[src/hw/mtcu_pkg.sv]
// constants, types and command layout of the tape control unit
package mtcu_pkg;

  localparam int          ADDR_W      = 4;
  localparam int          DATA_W      = 16;
  localparam logic [3:0]  REG_CMD     = 4'h0;
  localparam logic [3:0]  REG_STAT    = 4'h4;
  localparam int          STAT_BUSY   = 0;
  localparam int          STAT_EOF    = 1;
  localparam int          STAT_ERR    = 2;
  localparam int          STAT_GAP    = 3;
  localparam int          STAT_EOR    = 8;
  localparam int          CLK_KHZ     = 20000;
  localparam int          WR_TO_US    = 1000;
  localparam int          WR_TO_CYC   = (WR_TO_US * CLK_KHZ) / 1000;
  localparam logic [6:0]  TAPE_MARK   = 7'h0F;
  localparam int          CHR_W       = 6;
  localparam int          WORD_W      = 24;
  localparam int          CMD_W       = 10;

  typedef enum logic [1:0] {
    OP_READ  = 2'h0,
    OP_SCAN  = 2'h1,
    OP_WRITE = 2'h2,
    OP_ERASE = 2'h3
  } mtcu_op_t;

  typedef enum logic [1:0] {
    TK_READY = 2'h0,
    TK_RING  = 2'h1,
    TK_LOAD  = 2'h2,
    TK_EOR   = 2'h3
  } mtcu_test_t;

  typedef enum logic [2:0] {
    ST_IDLE  = 3'h0,
    ST_RUN   = 3'h1,
    ST_WRITE = 3'h2,
    ST_WTAIL = 3'h3,
    ST_WECHO = 3'h4,
    ST_WGAP  = 3'h5
  } mtcu_st_t;

  // cpw_m1 holds characters per word minus one
  typedef struct packed {
    logic       ie;
    logic       rev;
    logic       bcd;
    logic [1:0] cpw_m1;
    logic [2:0] unit;
    mtcu_op_t   op;
  } mtcu_cmd_t;

endpackage : mtcu_pkg

[src/hw/mtcu_ctrl.sv]
// tape control unit: command sequencing, checks, indicators and status tests
//
// The plain strobed port and the register offsets were left to the implementer.
`timescale 1ns/1ns
module mtcu_ctrl
  import mtcu_pkg::*;
#(
  parameter int NUNITS    = 8,
  parameter int WR_TO     = WR_TO_CYC
)(
  input  wire logic              clk,
  input  wire logic              rst_n,
  input  wire logic [ADDR_W-1:0] bus_addr,
  input  wire logic [DATA_W-1:0] bus_wdata,
  input  wire logic              bus_wr,
  input  wire logic              bus_rd,
  output logic [DATA_W-1:0]      bus_rdata,
  input  wire logic              test_valid,
  input  wire mtcu_test_t        test_kind,
  input  wire logic [2:0]        test_unit,
  output logic                   test_skip,
  input  wire logic [NUNITS-1:0] unit_present,
  input  wire logic [NUNITS-1:0] unit_auto,
  input  wire logic [NUNITS-1:0] unit_ring,
  input  wire logic [NUNITS-1:0] unit_load_pt,
  input  wire logic [NUNITS-1:0] unit_busy,
  input  wire logic [NUNITS-1:0] eor_sense,
  output logic                   tape_fwd,
  output logic                   tape_rev,
  output logic [2:0]             tape_unit,
  output logic                   tape_rec,
  output logic                   tape_wstb,
  output logic [6:0]             tape_wchar,
  input  wire logic              tape_rvalid,
  input  wire logic [6:0]        tape_rchar,
  input  wire logic              tape_gap,
  input  wire logic              tape_raw_chk,
  output logic                   ch_word_valid,
  output logic [WORD_W-1:0]      ch_word,
  input  wire logic              ch_char_valid,
  input  wire logic [CHR_W-1:0]  ch_char,
  input  wire logic              ch_term,
  output logic                   ch_gap,
  output logic                   ch_disc,
  output logic                   ch_err,
  output logic                   ch_word_end_int,
  output logic                   ch_eot_int
);

  localparam int TO_W = $clog2(WR_TO + 1);

  if (NUNITS < 1 || NUNITS > 8) begin : g_bad_units
    $error("NUNITS must be 1 to 8");
  end
  if (WR_TO < 2) begin : g_bad_timeout
    $error("WR_TO must be at least 2");
  end

  typedef struct packed {
    mtcu_st_t          st;
    mtcu_cmd_t         cmd;
    logic              cont;
    logic              seen;
    logic              alltm;
    logic [6:0]        lrc;
    logic              eof;
    logic              err;
    logic              gapseen;
    logic [NUNITS-1:0] eor;
    logic [TO_W-1:0]   tmr;
    logic [1:0]        eot_sh;
    logic              gap_p;
    logic              disc_p;
    logic              wstb;
    logic [6:0]        wchar;
    logic [DATA_W-1:0] rdata;
  } mtcu_state_t;

  mtcu_state_t s_r;
  mtcu_state_t s_nxt;
  mtcu_cmd_t   wcmd;
  logic        cmd_wr;
  logic        moving;
  logic        is_wr_op;
  logic        gap_take;
  logic        asm_clr;

  function automatic logic mtcu_parity(input logic [CHR_W-1:0] d, input logic bcd);
    mtcu_parity = bcd ? ^d : ~^d;
  endfunction : mtcu_parity

  function automatic logic mtcu_wr_op(input mtcu_op_t op);
    mtcu_wr_op = (op == OP_WRITE) || (op == OP_ERASE);
  endfunction : mtcu_wr_op

  assign wcmd     = mtcu_cmd_t'(bus_wdata[CMD_W-1:0]);
  assign cmd_wr   = bus_wr && (bus_addr == REG_CMD);
  assign moving   = (s_r.st != ST_IDLE);
  assign is_wr_op = mtcu_wr_op(s_r.cmd.op);
  assign gap_take = (s_r.st == ST_RUN) && tape_gap && s_r.seen;
  assign asm_clr  = cmd_wr && !moving;

  ////////////////////////////////////////////////////////////////////////////
  always_comb begin
    s_nxt        = s_r;
    s_nxt.gap_p  = 1'b0;
    s_nxt.disc_p = 1'b0;
    s_nxt.wstb   = 1'b0;
    s_nxt.eot_sh = {s_r.eot_sh[0], 1'b0};
    s_nxt.rdata  = '0;
    if (bus_rd && bus_addr == REG_STAT) begin
      s_nxt.rdata[STAT_BUSY] = moving;
      s_nxt.rdata[STAT_EOF]  = s_r.eof;
      s_nxt.rdata[STAT_ERR]  = s_r.err;
      s_nxt.rdata[STAT_GAP]  = s_r.gapseen;
      s_nxt.rdata[STAT_EOR +: NUNITS] = s_r.eor;
    end
    if (cmd_wr) begin
      s_nxt.eof     = 1'b0;
      s_nxt.err     = 1'b0;
      s_nxt.gapseen = 1'b0;
    end
    // marker crossed forward sets, crossed backward clears
    if (moving && {1'b0, s_r.cmd.unit} < 4'(NUNITS) && eor_sense[s_r.cmd.unit]) begin
      s_nxt.eor[s_r.cmd.unit] = !s_r.cmd.rev;
    end
    case (s_r.st)
      ST_IDLE: begin
        if (cmd_wr) begin
          s_nxt.cmd   = wcmd;
          s_nxt.lrc   = '0;
          s_nxt.seen  = 1'b0;
          s_nxt.alltm = 1'b1;
          s_nxt.cont  = 1'b0;
          s_nxt.st    = mtcu_wr_op(wcmd.op) ? ST_WRITE : ST_RUN;
        end
      end
      ST_RUN: begin
        if (cmd_wr && !mtcu_wr_op(wcmd.op))
          s_nxt.cont = 1'b1;
        if (tape_rvalid) begin
          s_nxt.seen  = 1'b1;
          s_nxt.lrc   = s_r.lrc ^ tape_rchar;
          s_nxt.alltm = s_r.alltm && (tape_rchar == TAPE_MARK);
          if (tape_rchar[6] != mtcu_parity(tape_rchar[5:0], s_r.cmd.bcd))
            s_nxt.err = 1'b1;
        end
        if (gap_take) begin
          s_nxt.gap_p   = 1'b1;
          s_nxt.gapseen = 1'b1;
          // check character is in lrc, so a good record sums to zero
          if (s_r.lrc != 7'h00)
            s_nxt.err = 1'b1;
          if (s_r.alltm)
            s_nxt.eof = 1'b1;
          s_nxt.seen  = 1'b0;
          s_nxt.lrc   = '0;
          s_nxt.alltm = 1'b1;
          // a continue never carries past a tape mark record
          s_nxt.cont = 1'b0;
          if (s_r.cont && !s_r.alltm) begin
            s_nxt.st     = ST_RUN;
          end else begin
            s_nxt.st     = ST_IDLE;
            s_nxt.disc_p = 1'b1;
            s_nxt.eot_sh = {s_r.eot_sh[0], s_r.cmd.ie};
          end
        end
      end
      ST_WRITE: begin
        if (ch_char_valid) begin
          s_nxt.wstb  = (s_r.cmd.op == OP_WRITE);
          s_nxt.wchar = {mtcu_parity(ch_char, s_r.cmd.bcd), ch_char};
          s_nxt.lrc   = s_r.lrc ^ {mtcu_parity(ch_char, s_r.cmd.bcd), ch_char};
        end
        if (ch_term)
          s_nxt.st = ST_WTAIL;
      end
      ST_WTAIL: begin
        s_nxt.wstb  = (s_r.cmd.op == OP_WRITE);
        s_nxt.wchar = s_r.lrc;
        s_nxt.st    = ST_WECHO;
      end
      ST_WECHO: begin
        // erase writes no check character, so no echo ever comes back
        if (tape_raw_chk || s_r.cmd.op == OP_ERASE) begin
          s_nxt.gap_p   = 1'b1;
          s_nxt.gapseen = 1'b1;
          s_nxt.tmr     = '0;
          s_nxt.st      = ST_WGAP;
        end
      end
      ST_WGAP: begin
        s_nxt.tmr = s_r.tmr + TO_W'(1);
        if (cmd_wr && mtcu_wr_op(wcmd.op)) begin
          s_nxt.cmd = wcmd;
          s_nxt.lrc = '0;
          s_nxt.st  = ST_WRITE;
        end else if (s_r.tmr == TO_W'(WR_TO - 1)) begin
          s_nxt.st     = ST_IDLE;
          s_nxt.disc_p = 1'b1;
          s_nxt.eot_sh = {s_r.eot_sh[0], s_r.cmd.ie};
        end
      end
      default: s_nxt.st = ST_IDLE;
    endcase
  end

  always_ff @(posedge clk) begin
    if (!rst_n) begin
      s_r       <= '0;
      s_r.alltm <= 1'b1;
    end else begin
      s_r <= s_nxt;
    end
  end

  ////////////////////////////////////////////////////////////////////////////
  // data bits pass unchanged, so a tape mark record reads as 17170000
  mtcu_asm u_asm (
    .clk        (clk),
    .rst_n      (rst_n),
    .clr        (asm_clr),
    .chr_valid  ((s_r.st == ST_RUN) && tape_rvalid),
    .chr        (tape_rchar[5:0]),
    .scan       (s_r.cmd.op == OP_SCAN),
    .cpw_m1     (s_r.cmd.cpw_m1),
    .flush      (gap_take),
    .word_valid (ch_word_valid),
    .word       (ch_word)
  );

  assign bus_rdata       = s_r.rdata;
  assign tape_fwd        = moving && !s_r.cmd.rev;
  assign tape_rev        = moving && s_r.cmd.rev;
  assign tape_unit       = s_r.cmd.unit;
  assign tape_rec        = (s_r.st == ST_WRITE || s_r.st == ST_WTAIL) && is_wr_op
                           && (s_r.cmd.op == OP_WRITE);
  assign tape_wstb       = s_r.wstb;
  assign tape_wchar      = s_r.wchar;
  assign ch_gap          = s_r.gap_p;
  assign ch_disc         = s_r.disc_p;
  assign ch_err          = s_r.err;
  assign ch_word_end_int = ch_word_valid && s_r.cmd.ie;
  assign ch_eot_int      = s_r.eot_sh[1];

  ////////////////////////////////////////////////////////////////////////////
  // status tests; an out-of-range unit number counts as absent
  logic u_ok;
  logic u_rdy;
  assign u_ok  = ({1'b0, test_unit} < 4'(NUNITS)) && unit_present[test_unit];
  assign u_rdy = u_ok && unit_auto[test_unit] && !unit_busy[test_unit]
                 && !(moving && s_r.cmd.unit == test_unit);

  always_comb begin
    test_skip = 1'b0;
    if (test_valid) begin
      case (test_kind)
        TK_READY: test_skip = !u_rdy;
        TK_RING:  test_skip = u_ok && unit_ring[test_unit];
        TK_LOAD:  test_skip = u_ok && !unit_load_pt[test_unit];
        TK_EOR:   test_skip = u_ok && !s_r.eor[test_unit];
        default:  test_skip = 1'b0;
      endcase
    end
  end
endmodule : mtcu_ctrl

[src/hw/mtcu_asm.sv]
// word assembly register: packs tape characters into channel words
`timescale 1ns/1ns
module mtcu_asm
  import mtcu_pkg::*;
(
  input  wire logic              clk,
  input  wire logic              rst_n,
  input  wire logic              clr,
  input  wire logic              chr_valid,
  input  wire logic [CHR_W-1:0]  chr,
  input  wire logic              scan,
  input  wire logic [1:0]        cpw_m1,
  input  wire logic              flush,
  output logic                   word_valid,
  output logic [WORD_W-1:0]      word
);

  typedef struct packed {
    logic [WORD_W-1:0] sh;
    logic [1:0]        cnt;
    logic              full;
    logic              vld;
    logic [WORD_W-1:0] wd;
  } mtcu_asm_t;

  mtcu_asm_t s_r;
  mtcu_asm_t s_nxt;

  // left-justify n held characters, n in 1..4
  function automatic logic [WORD_W-1:0] mtcu_just(input logic [WORD_W-1:0] v,
                                                  input logic [2:0] n);
    mtcu_just = v << (CHR_W * (3'h4 - n));
  endfunction : mtcu_just

  always_comb begin
    s_nxt     = s_r;
    s_nxt.vld = 1'b0;
    if (clr) begin
      s_nxt.sh   = '0;
      s_nxt.cnt  = 2'h0;
      s_nxt.full = 1'b0;
    end else if (flush) begin
      // scan keeps only the last four characters shifted through
      if (scan) begin
        s_nxt.vld = 1'b1;
        s_nxt.wd  = s_r.full ? s_r.sh : mtcu_just(s_r.sh, {1'b0, s_r.cnt});
      end else if (s_r.cnt != 2'h0) begin
        s_nxt.vld = 1'b1;
        s_nxt.wd  = mtcu_just(s_r.sh, {1'b0, s_r.cnt});
      end
      s_nxt.sh   = '0;
      s_nxt.cnt  = 2'h0;
      s_nxt.full = 1'b0;
    end else if (chr_valid) begin
      s_nxt.sh  = {s_r.sh[WORD_W-CHR_W-1:0], chr};
      s_nxt.cnt = s_r.cnt + 2'h1;
      if (s_r.cnt == 2'h3)
        s_nxt.full = 1'b1;
      if (!scan && s_r.cnt == cpw_m1) begin
        s_nxt.vld = 1'b1;
        s_nxt.wd  = mtcu_just({s_r.sh[WORD_W-CHR_W-1:0], chr}, {1'b0, cpw_m1} + 3'h1);
        s_nxt.cnt = 2'h0;
      end
    end
  end

  always_ff @(posedge clk) begin
    if (!rst_n)
      s_r <= '0;
    else
      s_r <= s_nxt;
  end

  assign word_valid = s_r.vld;
  assign word       = s_r.wd;

endmodule : mtcu_asm

[config.mk]
export PLATFORM = sky130hd
export DESIGN_NAME = mtcu_ctrl
export DESIGN_NICKNAME = d
export VERILOG_FILES = /design/src/hw/mtcu_pkg.sv /design/src/hw/mtcu_ctrl.sv /design/src/hw/mtcu_asm.sv
export SDC_FILE = /design/constraint.sdc
export NUM_CORES = 1
export LEC_CHECK = 0
export BUFFER_PORTS_ARGS = -buffer_cell sky130_fd_sc_hd__buf_2
export CORE_UTILIZATION = 61
export CTS_BUF_LIST = sky130_fd_sc_hd__clkbuf_16
export CTS_CLUSTER_SIZE = 20
export DETAILED_ROUTE_END_ITERATION = 12
export PLACE_DENSITY_LB_ADDON = 0.15
export SYNTH_ARGS = -nofsm -noshare
export SYNTH_HDL_FRONTEND = slang
export SYNTH_SLANG_ARGS = --single-unit
[constraint.sdc]
create_clock -name clk -period 6.6 [get_ports clk]
set_input_delay 0 -clock clk [delete_from_list [all_inputs] [get_ports clk]]
set_output_delay 0 -clock clk [all_outputs]
set_load 0.01 [all_outputs]
After elaboration in Yosys (flattened, before gate mapping):

Index checks and enable logic that the tools add are counted.

* register bits: 129
* output and inout port bits: 61
* word-level logic and storage cells: 211
* input bits: 96

* bitwise operators: 4
* add/sub/neg operators: 5
* reduce and logical (&&, ||, !) cells: 68
* $mul: 2
* magnitude comparators: 3
* shift-type cells: 2
* equality and inequality tests: 30
* multiplexer cells: 69

Operator list (number)
* 25-bit two-way mux: 5
* 2-bit by 32-bit multiplier with 31-bit output, first input constant: 2
* 24-bit by 32-bit left shift with 24-bit output: 2
* 15-bit one-hot mux with 2 select lines: 1
* 7-bit one-hot mux with 4 select lines: 1
* 1-bit logical AND: 25
* 1-bit two-way mux: 25
* 24-bit two-way mux: 1
* 23-bit two-way mux: 1
* 1-bit binary-select mux with 3-bit select: 7
* 3-bit two-way mux: 7
* 10-bit one-hot mux with 2 select lines: 1
* 3-bit one-hot mux with 6 select lines: 1
* 8-bit one-hot mux with 2 select lines: 1
* 15-bit by 1-bit adder with 15-bit output, second input constant: 1
* 15-bit == test, second input constant: 1
* 15-bit two-way mux: 1
* 2-bit == test, second input constant: 7
* 7-bit two-way mux: 2
* 2-bit nonzero test: 7
* 7-bit XOR: 2
* 13-bit two-way mux: 1
* 2-bit inequality test, second input constant: 6
* 6-bit XNOR reduction: 2
* 42 further kinds: 73

Longest topological paths before layout:

Gate-level depths: netlist of the first run.

* depth in word-level cells: 8
* mapped depth: 12
* mapped depth without buffers: 7

By module:

A second synthesis of the first run with hierarchy kept.

* cell total of the unflattened synthesis: 919
* area, all modules: 8290.5 µm²

Modules (own cells, without submodules)
* mtcu_asm: cells each 475, instances 1, seq. area each 1041.0 µm², area an instance 4331.7 µm²
* mtcu_ctrl: cells each 444, instances 1, seq. area each 1461.4 µm², area an instance 3958.8 µm²

Least setup slack after synthesis of the first run:

No wires, ideal clock.

* path kind: reg-to-reg
* from: register u_asm.s_r[26] in the netlist's numbering
* to: register u_asm.s_r (netlist bit u_asm.word[20])
* arrival: 2.946 ns
* cell stages (with the launch flop): 13
* data required time: 6.468 ns
* path slack: 3.522 ns
* path buffers: 5
* period minus slack after synthesis: 3.078 ns
* library setup time: 0.132 ns
* cells stage by stage: dfxtp_1 clkbuf_1 buf_1 inv_1 ha_1 buf_2 buf_4 buf_2 mux2i_1 o2bb2ai_1 mux2_2 a222oi_1 a21oi_1

* longest elaborated chain between the ends: 6
* elaborated cells between the ends (all ways): 13
* classes of those cells: add/sub (1); mul (1); eq/ne (2); shift (1); mux (4); reduce/logical (4)

Ends and longest elaborated chain
* from (decl): line mtcu_asm.sv:26 `mtcu_asm_t s_r;`
* from (signal assigned): line mtcu_asm.sv:71 `s_r <= s_nxt;`
* 3-bit by 2-bit subtractor with 4-bit output: line mtcu_asm.sv:32 `mtcu_just = v << (CHR_W * (3'h4 - n));`
* 2-bit by 32-bit multiplier with 31-bit output: line mtcu_asm.sv:32
* 24-bit by 32-bit left shift with 24-bit output: line mtcu_asm.sv:32
* 25-bit two-way mux / 24-bit two-way mux (equally long branches): line mtcu_asm.sv:47, mtcu_asm.sv:46
* 25-bit two-way mux: line mtcu_asm.sv:44 `if (scan) begin`
* 25-bit two-way mux: line mtcu_asm.sv:42 `end else if (flush) begin`

Several ways; a longest one is shown, not always the timed one. The select of a mux whose other input is x is not followed.
A chain may end at the register's enable or synchronous reset.

Worst setup path in the final report of the first run:

* from: register u_asm.s_r[26] in the netlist's numbering
* to: register u_asm.s_r (netlist bit u_asm.word[21])

Same word-level chain as after synthesis.

==> summary.md, run 1 <==
| Metric | Value |
|---|---|
| Setup violators final | 0 |
| Fillers | 1,058 |
| Hpwl dp | 16,270 um |
| Number of global-route vias before repair | 7,315 |
| Ports | 157 |
| Top achievable clock speed | 252.4 MHz |
| Min-Delay Path Depth | 4 |
| Cells after Synth | 966 |
| Initial antenna violation count | 0 |
| Sequential share of the synthesized area | 29.83% |
| Final Critical Period | 3.962 ns |
| IO buf count | 146 |
| Relative slew margins | 17.48% |
| Gpl congestion | 0.9260 |
| Ant diodes | 0 |
| #FFs+latches synth | 125 |
| Max_cap viols | 0 |
| Num rows | 42 |
| CTS clk-pin slew, worst paths | 0.06 ns |
| Synthesized area per cell | 8.685 sq um |
| Most common cell after layout, fill and taps aside | buf_2 |
| Final hold violations | 0 |
| Drt wl/cell | 19.62 um |
| CTS tree | yes |
| Worst-margin pin slew | 1.236 ns |
| Footprint of the multi-input gates | 5130 sq um |
| R2R cell count | 7 |
| Final Cell Area | 9602 sq um |
| Clock Sinks | 125 |
| Die Area | 14,230 sq um |
| Die width | 119.3 um |
| Peak supply drop | 0.1129 mV |
| Pleak | 3.615 nW |
| Combinational group share of total power | 9.6% |
| Fin nets | 1,153 |
| Status | finished clean |
| Starting Density | 62.85% |
| Post-DP Area | 8726 sq um |
| Flop pwr share | 41.3% |
| Ys flop type | dfxtp_1 |
| Crit path DAT | 4.25 ns |
| Commonest cells after routing, fill and taps aside | buf_2, nand2_1, dfxtp_1, a21oi_1, nor2_1 |
| Power per cell area | 194.2 nW/um^2 |
| Residual DRC | 0 |
| Routed Antenna Nets | 0 |
| H-tree Lvls | 4 |
| Clock Path Buffers | 2 |
| Root Driver | clkbuf_16 |
| Die H | 119.3 um |
| Number of distinct library cells after synthesis | 79 |
| Largest net degree at the start of global routing | 65 |
| CP Capture Type | flip-flop |
| Final period util | 60.03% |
| Setup TNS | 0 ns |
| Post_cts resized | 0 |
| Critical path buffers and inverters | 2 |
| Critical Path Stages | 7 |
| Clk pwr share | 49.1% |
| Total power | 1.864 mW |
| CORE AREA | 13,350 sq um |
| HP Class | input pin to flip-flop |
| Yosys warnings | 0 |
| Post-Syn Area | 8389 sq um |
| GRT Util Overall | 34.55% |
| Synth async-reset ratio | 0% |
| Unrepaired setup endpoints after global routing | no |
| Crit Path Class | flip-flop to flip-flop |
| Largest delay share family, worst path | flip-flops |
| Vias per inst | 6.513 |
| First-pass iteration count of the detailed router | 9 |
| Grt ovf | 0 |
| Final Max Tran Viols | 0 |
| CP required | 6.89 ns |
| EDFF count, synth | 0 |
| Worst skew pair latency | 0.43 ns |
| Crit path max-delay cell type | dfxtp_1 |
| Slowest stage delay, CP | 1.14 ns |
| Sequential cell area | 2502 sq um |
| Share of post-route cells with drive strength above 1 | 24.93% |
| 1st-iter DRT viols | 1,167 |
| TritonCTS buffer count | 17 |
| CP cell instances | inv_1 > ha_1 > buf_4 > mux4_2 > mux2_2 > a222oi_1 > a21oi_1 |
| First-pass GRT wire length | 38,330 um |
| Setup Skew | 0.007637 ns |
| Switching portion of total power | 26.38% |
| Sw power | 0.4918 mW |
| CP startpoint kind | flip-flop |
| Drt total wl | 24,230 um |
| Layout Area Growth over Synthesis | 14.45% |
| Vias after detailed routing | 8,044 |
| CP Max Fanout | 29 |
| Int Pwr | 1.372 mW |
-- logic make-up (layout without fill, tap and decap cells) --
logic type               count (synthesis)  after routing  synth area share, %
AO/OA/AOI/OAI                          258            258                20.84
other                                    1              4              0.04470
flip-flops                             125            125                29.83
adder cells (fa/ha/maj)                 11             11                1.641
XOR/XNOR                                17             17                2.192
AND/OR/NAND/NOR                        325            325                18.93
multiplexers                            81             81                17.20
buffers and inverters                  148            238                9.336
-- what timing repair did --
action	4_1_cts	5_1_grt
endpoints found under the setup margin	0	0
setup buffers	0	0
endpoints found under the hold margin	33	0
hold buffers	30	0
-- routing by layer --
| layer | vias to the layer above | track usage [%] | part of all wire (%) |
|---|---|---|---|
| met5 | - | 0 | 0 |
| met4 | 0 | 12.26 | 2.2 |
| met3 | 57 | 7.807 | 11 |
| met2 | 504 | 51.13 | 45 |
| met1 | 3792 | 49.25 | 42 |
| li1 | 3691 | - | - |
-- cells in the mapped netlist, types with 7 or more instances --
cell / number / area share (%)
a22oi_1: 21 / 1.9
buf_4: 51 / 4.6
nor2_1: 62 / 2.8
ha_1: 11 / 1.6
o211ai_1: 12 / 1.1
nor3_1: 22 / 1.3
a31oi_1: 8 / 0.60
clkbuf_1: 53 / 2.4
o221ai_1: 11 / 1.1
nand4_1: 8 / 0.60
mux4_2: 49 / 13
nand2b_1: 13 / 0.97
a22o_1: 7 / 0.73
nand2_1: 125 / 5.6
a32oi_1: 11 / 1.1
nor2b_1: 11 / 0.82
dfxtp_1: 125 / 30
o21a_1: 8 / 0.72
buf_1: 8 / 0.36
xnor2_1: 9 / 0.94
nand3b_1: 9 / 0.81
inv_1: 21 / 0.94
and2_1: 15 / 1.1
a211oi_1: 7 / 0.63
mux2_2: 15 / 2.0
buf_2: 11 / 0.66
nand3_1: 23 / 1.4
a21oi_1: 89 / 5.3
o21ai_0: 27 / 1.6
mux2i_1: 17 / 2.0
-- path summary, 6_finish.rpt --
kind | slack, ns | end | startpoint
max reg2reg | 2.64 | u_asm.word[21] | u_asm.s_r[26]
min | 0.04 | s_r[63] | bus_wdata[1]
max | 2.64 | u_asm.word[21] | u_asm.s_r[26]
min reg2reg | 0.44 | ch_eot_int | s_r[26]
-- power groups by stage --
stage                     clock (mW)  combinational, mW  sequential (mW)
after detailed placement           0              0.162            0.785
after floorplan                    0              0.110            0.779
after global placement             0              0.161            0.785
final                          0.915              0.180            0.769
after global routing           0.961              0.194            0.769
after CTS                      0.923              0.177            0.769
-- metrics by stage --
step,hold slack (ns),utilization (%),std cells,setup slack [ns]
finish,0.04338,71.93,1235,2.638
global route,0.05536,71.93,1235,2.399
CTS,0.02847,71.93,1235,2.662
detailed placement,0.2515,65.37,1173,2.664
global placement,0.2413,65.37,1173,2.766
floorplan,0.1349,-,969,3.522
-- layout make-up --
class | count | share of cell area [%]
Clock inverter | 15 | 1.564
Timing Repair Buffer | 184 | 11.36
Multi-Input combinational cell | 696 | 53.43
Tap cell | 176 | 2.293
Clock buffer | 17 | 4.431
Inverter | 22 | 0.8600
Sequential cell | 125 | 26.06
-- flip-flops by register name, indices dropped and copies added, names as in the netlist, 3 cells and up --
signal,cells
tape_unit,3
bus_rdata,12
u_asm.word,24
s_r,46
tape_wchar,7
u_asm.s_r,27
-- worst min-delay path, cell delays in order --
cell and delay, ns:
buf_2 0.15, nor3_1 0.07, a21oi_1 0.14, a211oi_1 0.06
Note: power is estimated with default switching activity, not from simulation.
==> run 2: changes to the inputs <==
--- a/config.mk
+++ b/config.mk
@@ -6,7 +6,7 @@
 export NUM_CORES = 1
 export LEC_CHECK = 0
 export BUFFER_PORTS_ARGS = -buffer_cell sky130_fd_sc_hd__buf_2
-export CORE_UTILIZATION = 61
+export CORE_UTILIZATION = 57
 export CTS_BUF_LIST = sky130_fd_sc_hd__clkbuf_16
 export CTS_CLUSTER_SIZE = 20
 export DETAILED_ROUTE_END_ITERATION = 12
==> constraint.sdc (replaced) <==
create_clock -name clk -period 3.75 [get_ports clk]
set_input_delay 0 -clock clk [delete_from_list [all_inputs] [get_ports clk]]
set_output_delay 0 -clock clk [all_outputs]
set_load 0.01 [all_outputs]
==> summary.md, run 2 (synthesis gave the netlist of run 1 again) <==
| Metric | Value |
|---|---|
| Residual DRC | 0 (unchanged) |
| Setup TNS | 0 ns (unchanged) |
| Pleak | 3.651 nW (+1.0%) |
| Die width | 123.3 um (+3.4%) |
| Clock Path Buffers | 2 (unchanged) |
| Hpwl dp | 16,900 um (+3.9%) |
| CP Capture Type | flip-flop |
| CP startpoint kind | flip-flop |
| R2R Setup Slk | 0.64 ns (-1.99 ns) |
| Die H | 123.3 um (+3.4%) |
| Fin worst setup slack | 0.6443 ns (-1.993 ns) |
| Int Pwr | 2.404 mW (+75%) |
| R2R cell count | 7 (unchanged) |
| Drt wl/cell | 19.78 um (+0.81%) |
| Hold_ws | 0.02793 ns (-0.01545 ns) |
| GRT Util Overall | 32.98% (-1.6 points) |
| Starting Density | 59.52% (-3.3 points) |
| Most common cell after layout, fill and taps aside | buf_2 |
| Layout Area Growth over Synthesis | 15.11% |
| Flop pwr share | 41.6% (+0.3 points) |
| Peak supply drop | 0.3076 mV (+170%) |
| Max_cap viols | 0 (unchanged) |
| Setup violators final | 0 (unchanged) |
| Final hold violations | 0 (unchanged) |
| Commonest cells after routing, fill and taps aside | buf_2, nand2_1, dfxtp_1, a21oi_1, nor2_1 |
| Final period util | 82.82% (+23 points) |
| CTS clk-pin slew, worst paths | 0.06 ns (about the same) |
| TritonCTS buffer count | 17 (unchanged) |
| Status | finished clean |
| Vias after detailed routing | 8,076 (+0.40%) |
| Routed Antenna Nets | 0 (unchanged) |
| Number of global-route vias before repair | 7,242 (-1.0%) |
| CP required | 4.05 ns (-2.84 ns) |
| Share of post-route cells with drive strength above 1 | 25.40% (+0.47 points) |
| First-pass GRT wire length | 38,200 um (-0.34%) |
| 1st-iter DRT viols | 1,021 (-13%) |
| Final Critical Period | 3.106 ns (-0.8565 ns) |
| Largest Register | s_r |
| Gpl congestion | 0.9510 (+2.7%) |
| Combinational group share of total power | 9.8% (+0.2 points) |
| Grt ovf | 0 (unchanged) |
| Switching portion of total power | 26.21% (-0.17 points) |
| Ant diodes | 0 (unchanged) |
| Root Driver | clkbuf_16 |
| CTS tree | yes |
| Relative slew margins | 32.57% (+15 points) |
| Power per cell area | 337.3 nW/um^2 (+74%) |
| Hold-fix buffers at CTS | 30 (unchanged) |
| H-tree Lvls | 4 (unchanged) |
| Initial antenna violation count | 0 (unchanged) |
| Worst R2R End | u_asm.word[14] |
| CP Max Fanout | 12 (-59%) |
| Setup Skew | 0.008543 ns (+0.0009057 ns) |
| CORE AREA | 14,100 sq um (+5.6%) |
| Max reg flops | 46 (unchanged) |
| Vias per inst | 6.476 (-0.57%) |
| Critical Path Sink | u_asm.word[14] |
| Crit path DAT | 3.41 ns (-0.84 ns) |
| Ports | 157 (unchanged) |
| Die Area | 15,210 sq um (+6.9%) |
| Unrepaired setup endpoints after global routing | no |
| Clk pwr share | 48.6% (-0.5 points) |
| Post_cts resized | 0 (unchanged) |
| Worst r2r src | u_asm.s_r[26] |
| HP Class | input pin to flip-flop |
| First-pass iteration count of the detailed router | 6 (-3) |
| Worst skew pair latency | 0.43 ns (about the same) |
| Sw power | 0.8538 mW (+74%) |
| Num rows | 43 (+2.4%) |
| Post-CTS Repair Setup Buffers | 0 (unchanged) |
| IO buf count | 146 (unchanged) |
| Final Max Tran Viols | 0 (unchanged) |
| Drt total wl | 24,670 um (+1.8%) |
| Clock Sinks | 125 (unchanged) |
| Critical Path Source | u_asm.s_r[26] |
| Largest net degree at the start of global routing | 43 (-34%) |
| Placement Setup Slack | 0.6931 ns (-1.971 ns) |
| Top achievable clock speed | 322.0 MHz (+28%) |
| Crit Path Class | flip-flop to flip-flop |
| Worst-margin pin slew | 1.011 ns (-0.2246 ns) |
| Fin nets | 1,161 (+0.69%) |
-- run 2: layout make-up --
cell class | count | area, sq um
well taps | 180 | 225.2
multi-input cells | 696 | 5130
clock inverters | 15 | 140.1
fillers | 1162 | 4439
clock buffers | 17 | 425.4
inverters | 22 | 82.58
repair buffers | 192 | 1151
flip-flops and latches | 125 | 2502
-- run 2: power by group through the flow --
| stage | combinational (mW) | sequential, mW | clock, mW |
|---|---|---|---|
| floorplan | 0.193 | 1.37 | 0 |
| global placement | 0.286 | 1.38 | 0 |
| detailed placement | 0.290 | 1.38 | 0 |
| CTS | 0.315 | 1.35 | 1.59 |
| global route | 0.346 | 1.35 | 1.66 |
| finish | 0.320 | 1.35 | 1.58 |
-- run 2: per-stage QoR --
stage	utilization [%]	power [mW]	instance area, sq um	std cells
floorplan	-	1.564	8401	969
global placement	62.36	1.668	8791	1185
detailed placement	62.36	1.671	8791	1185
CTS	68.51	3.254	9657	1247
global route	68.51	3.357	9657	1247
finish	68.51	3.258	9657	1247
-- run 2: how the worst min path moves through the flow --
stage | slack (ns) | to | startpoint | cells after the start
final | 0.03 | s_r[63] | bus_wdata[1] | 4
after global routing | 0.07 | s_r[63] | bus_wdata[1] | 4
after global placement | 0.24 | s_r[73] | bus_wdata[9] | 3
after CTS | 0.03 | s_r[63] | bus_wdata[1] | 4
after floorplan | 0.13 | test_skip | test_valid | 1
after detailed placement | 0.26 | s_r[73] | bus_wdata[9] | 3
-- run 2: worst max-delay path, cell delays in order, from the launching register on --
cell and delay, ns:
dfxtp_1 0.56, inv_1 0.20, ha_1 0.68, buf_4 0.33
mux4_2 0.53, mux2_2 0.30, a32oi_1 0.28, a21oi_1 0.11
-- run 2: routing by layer --
metal,global-route usage [%],wire (um),up-vias
met5,0,0,-
met4,14.31,693,0
met3,8.441,2673,63
met2,48.53,10910,473
met1,45.55,10390,3832
li1,-,-,3708
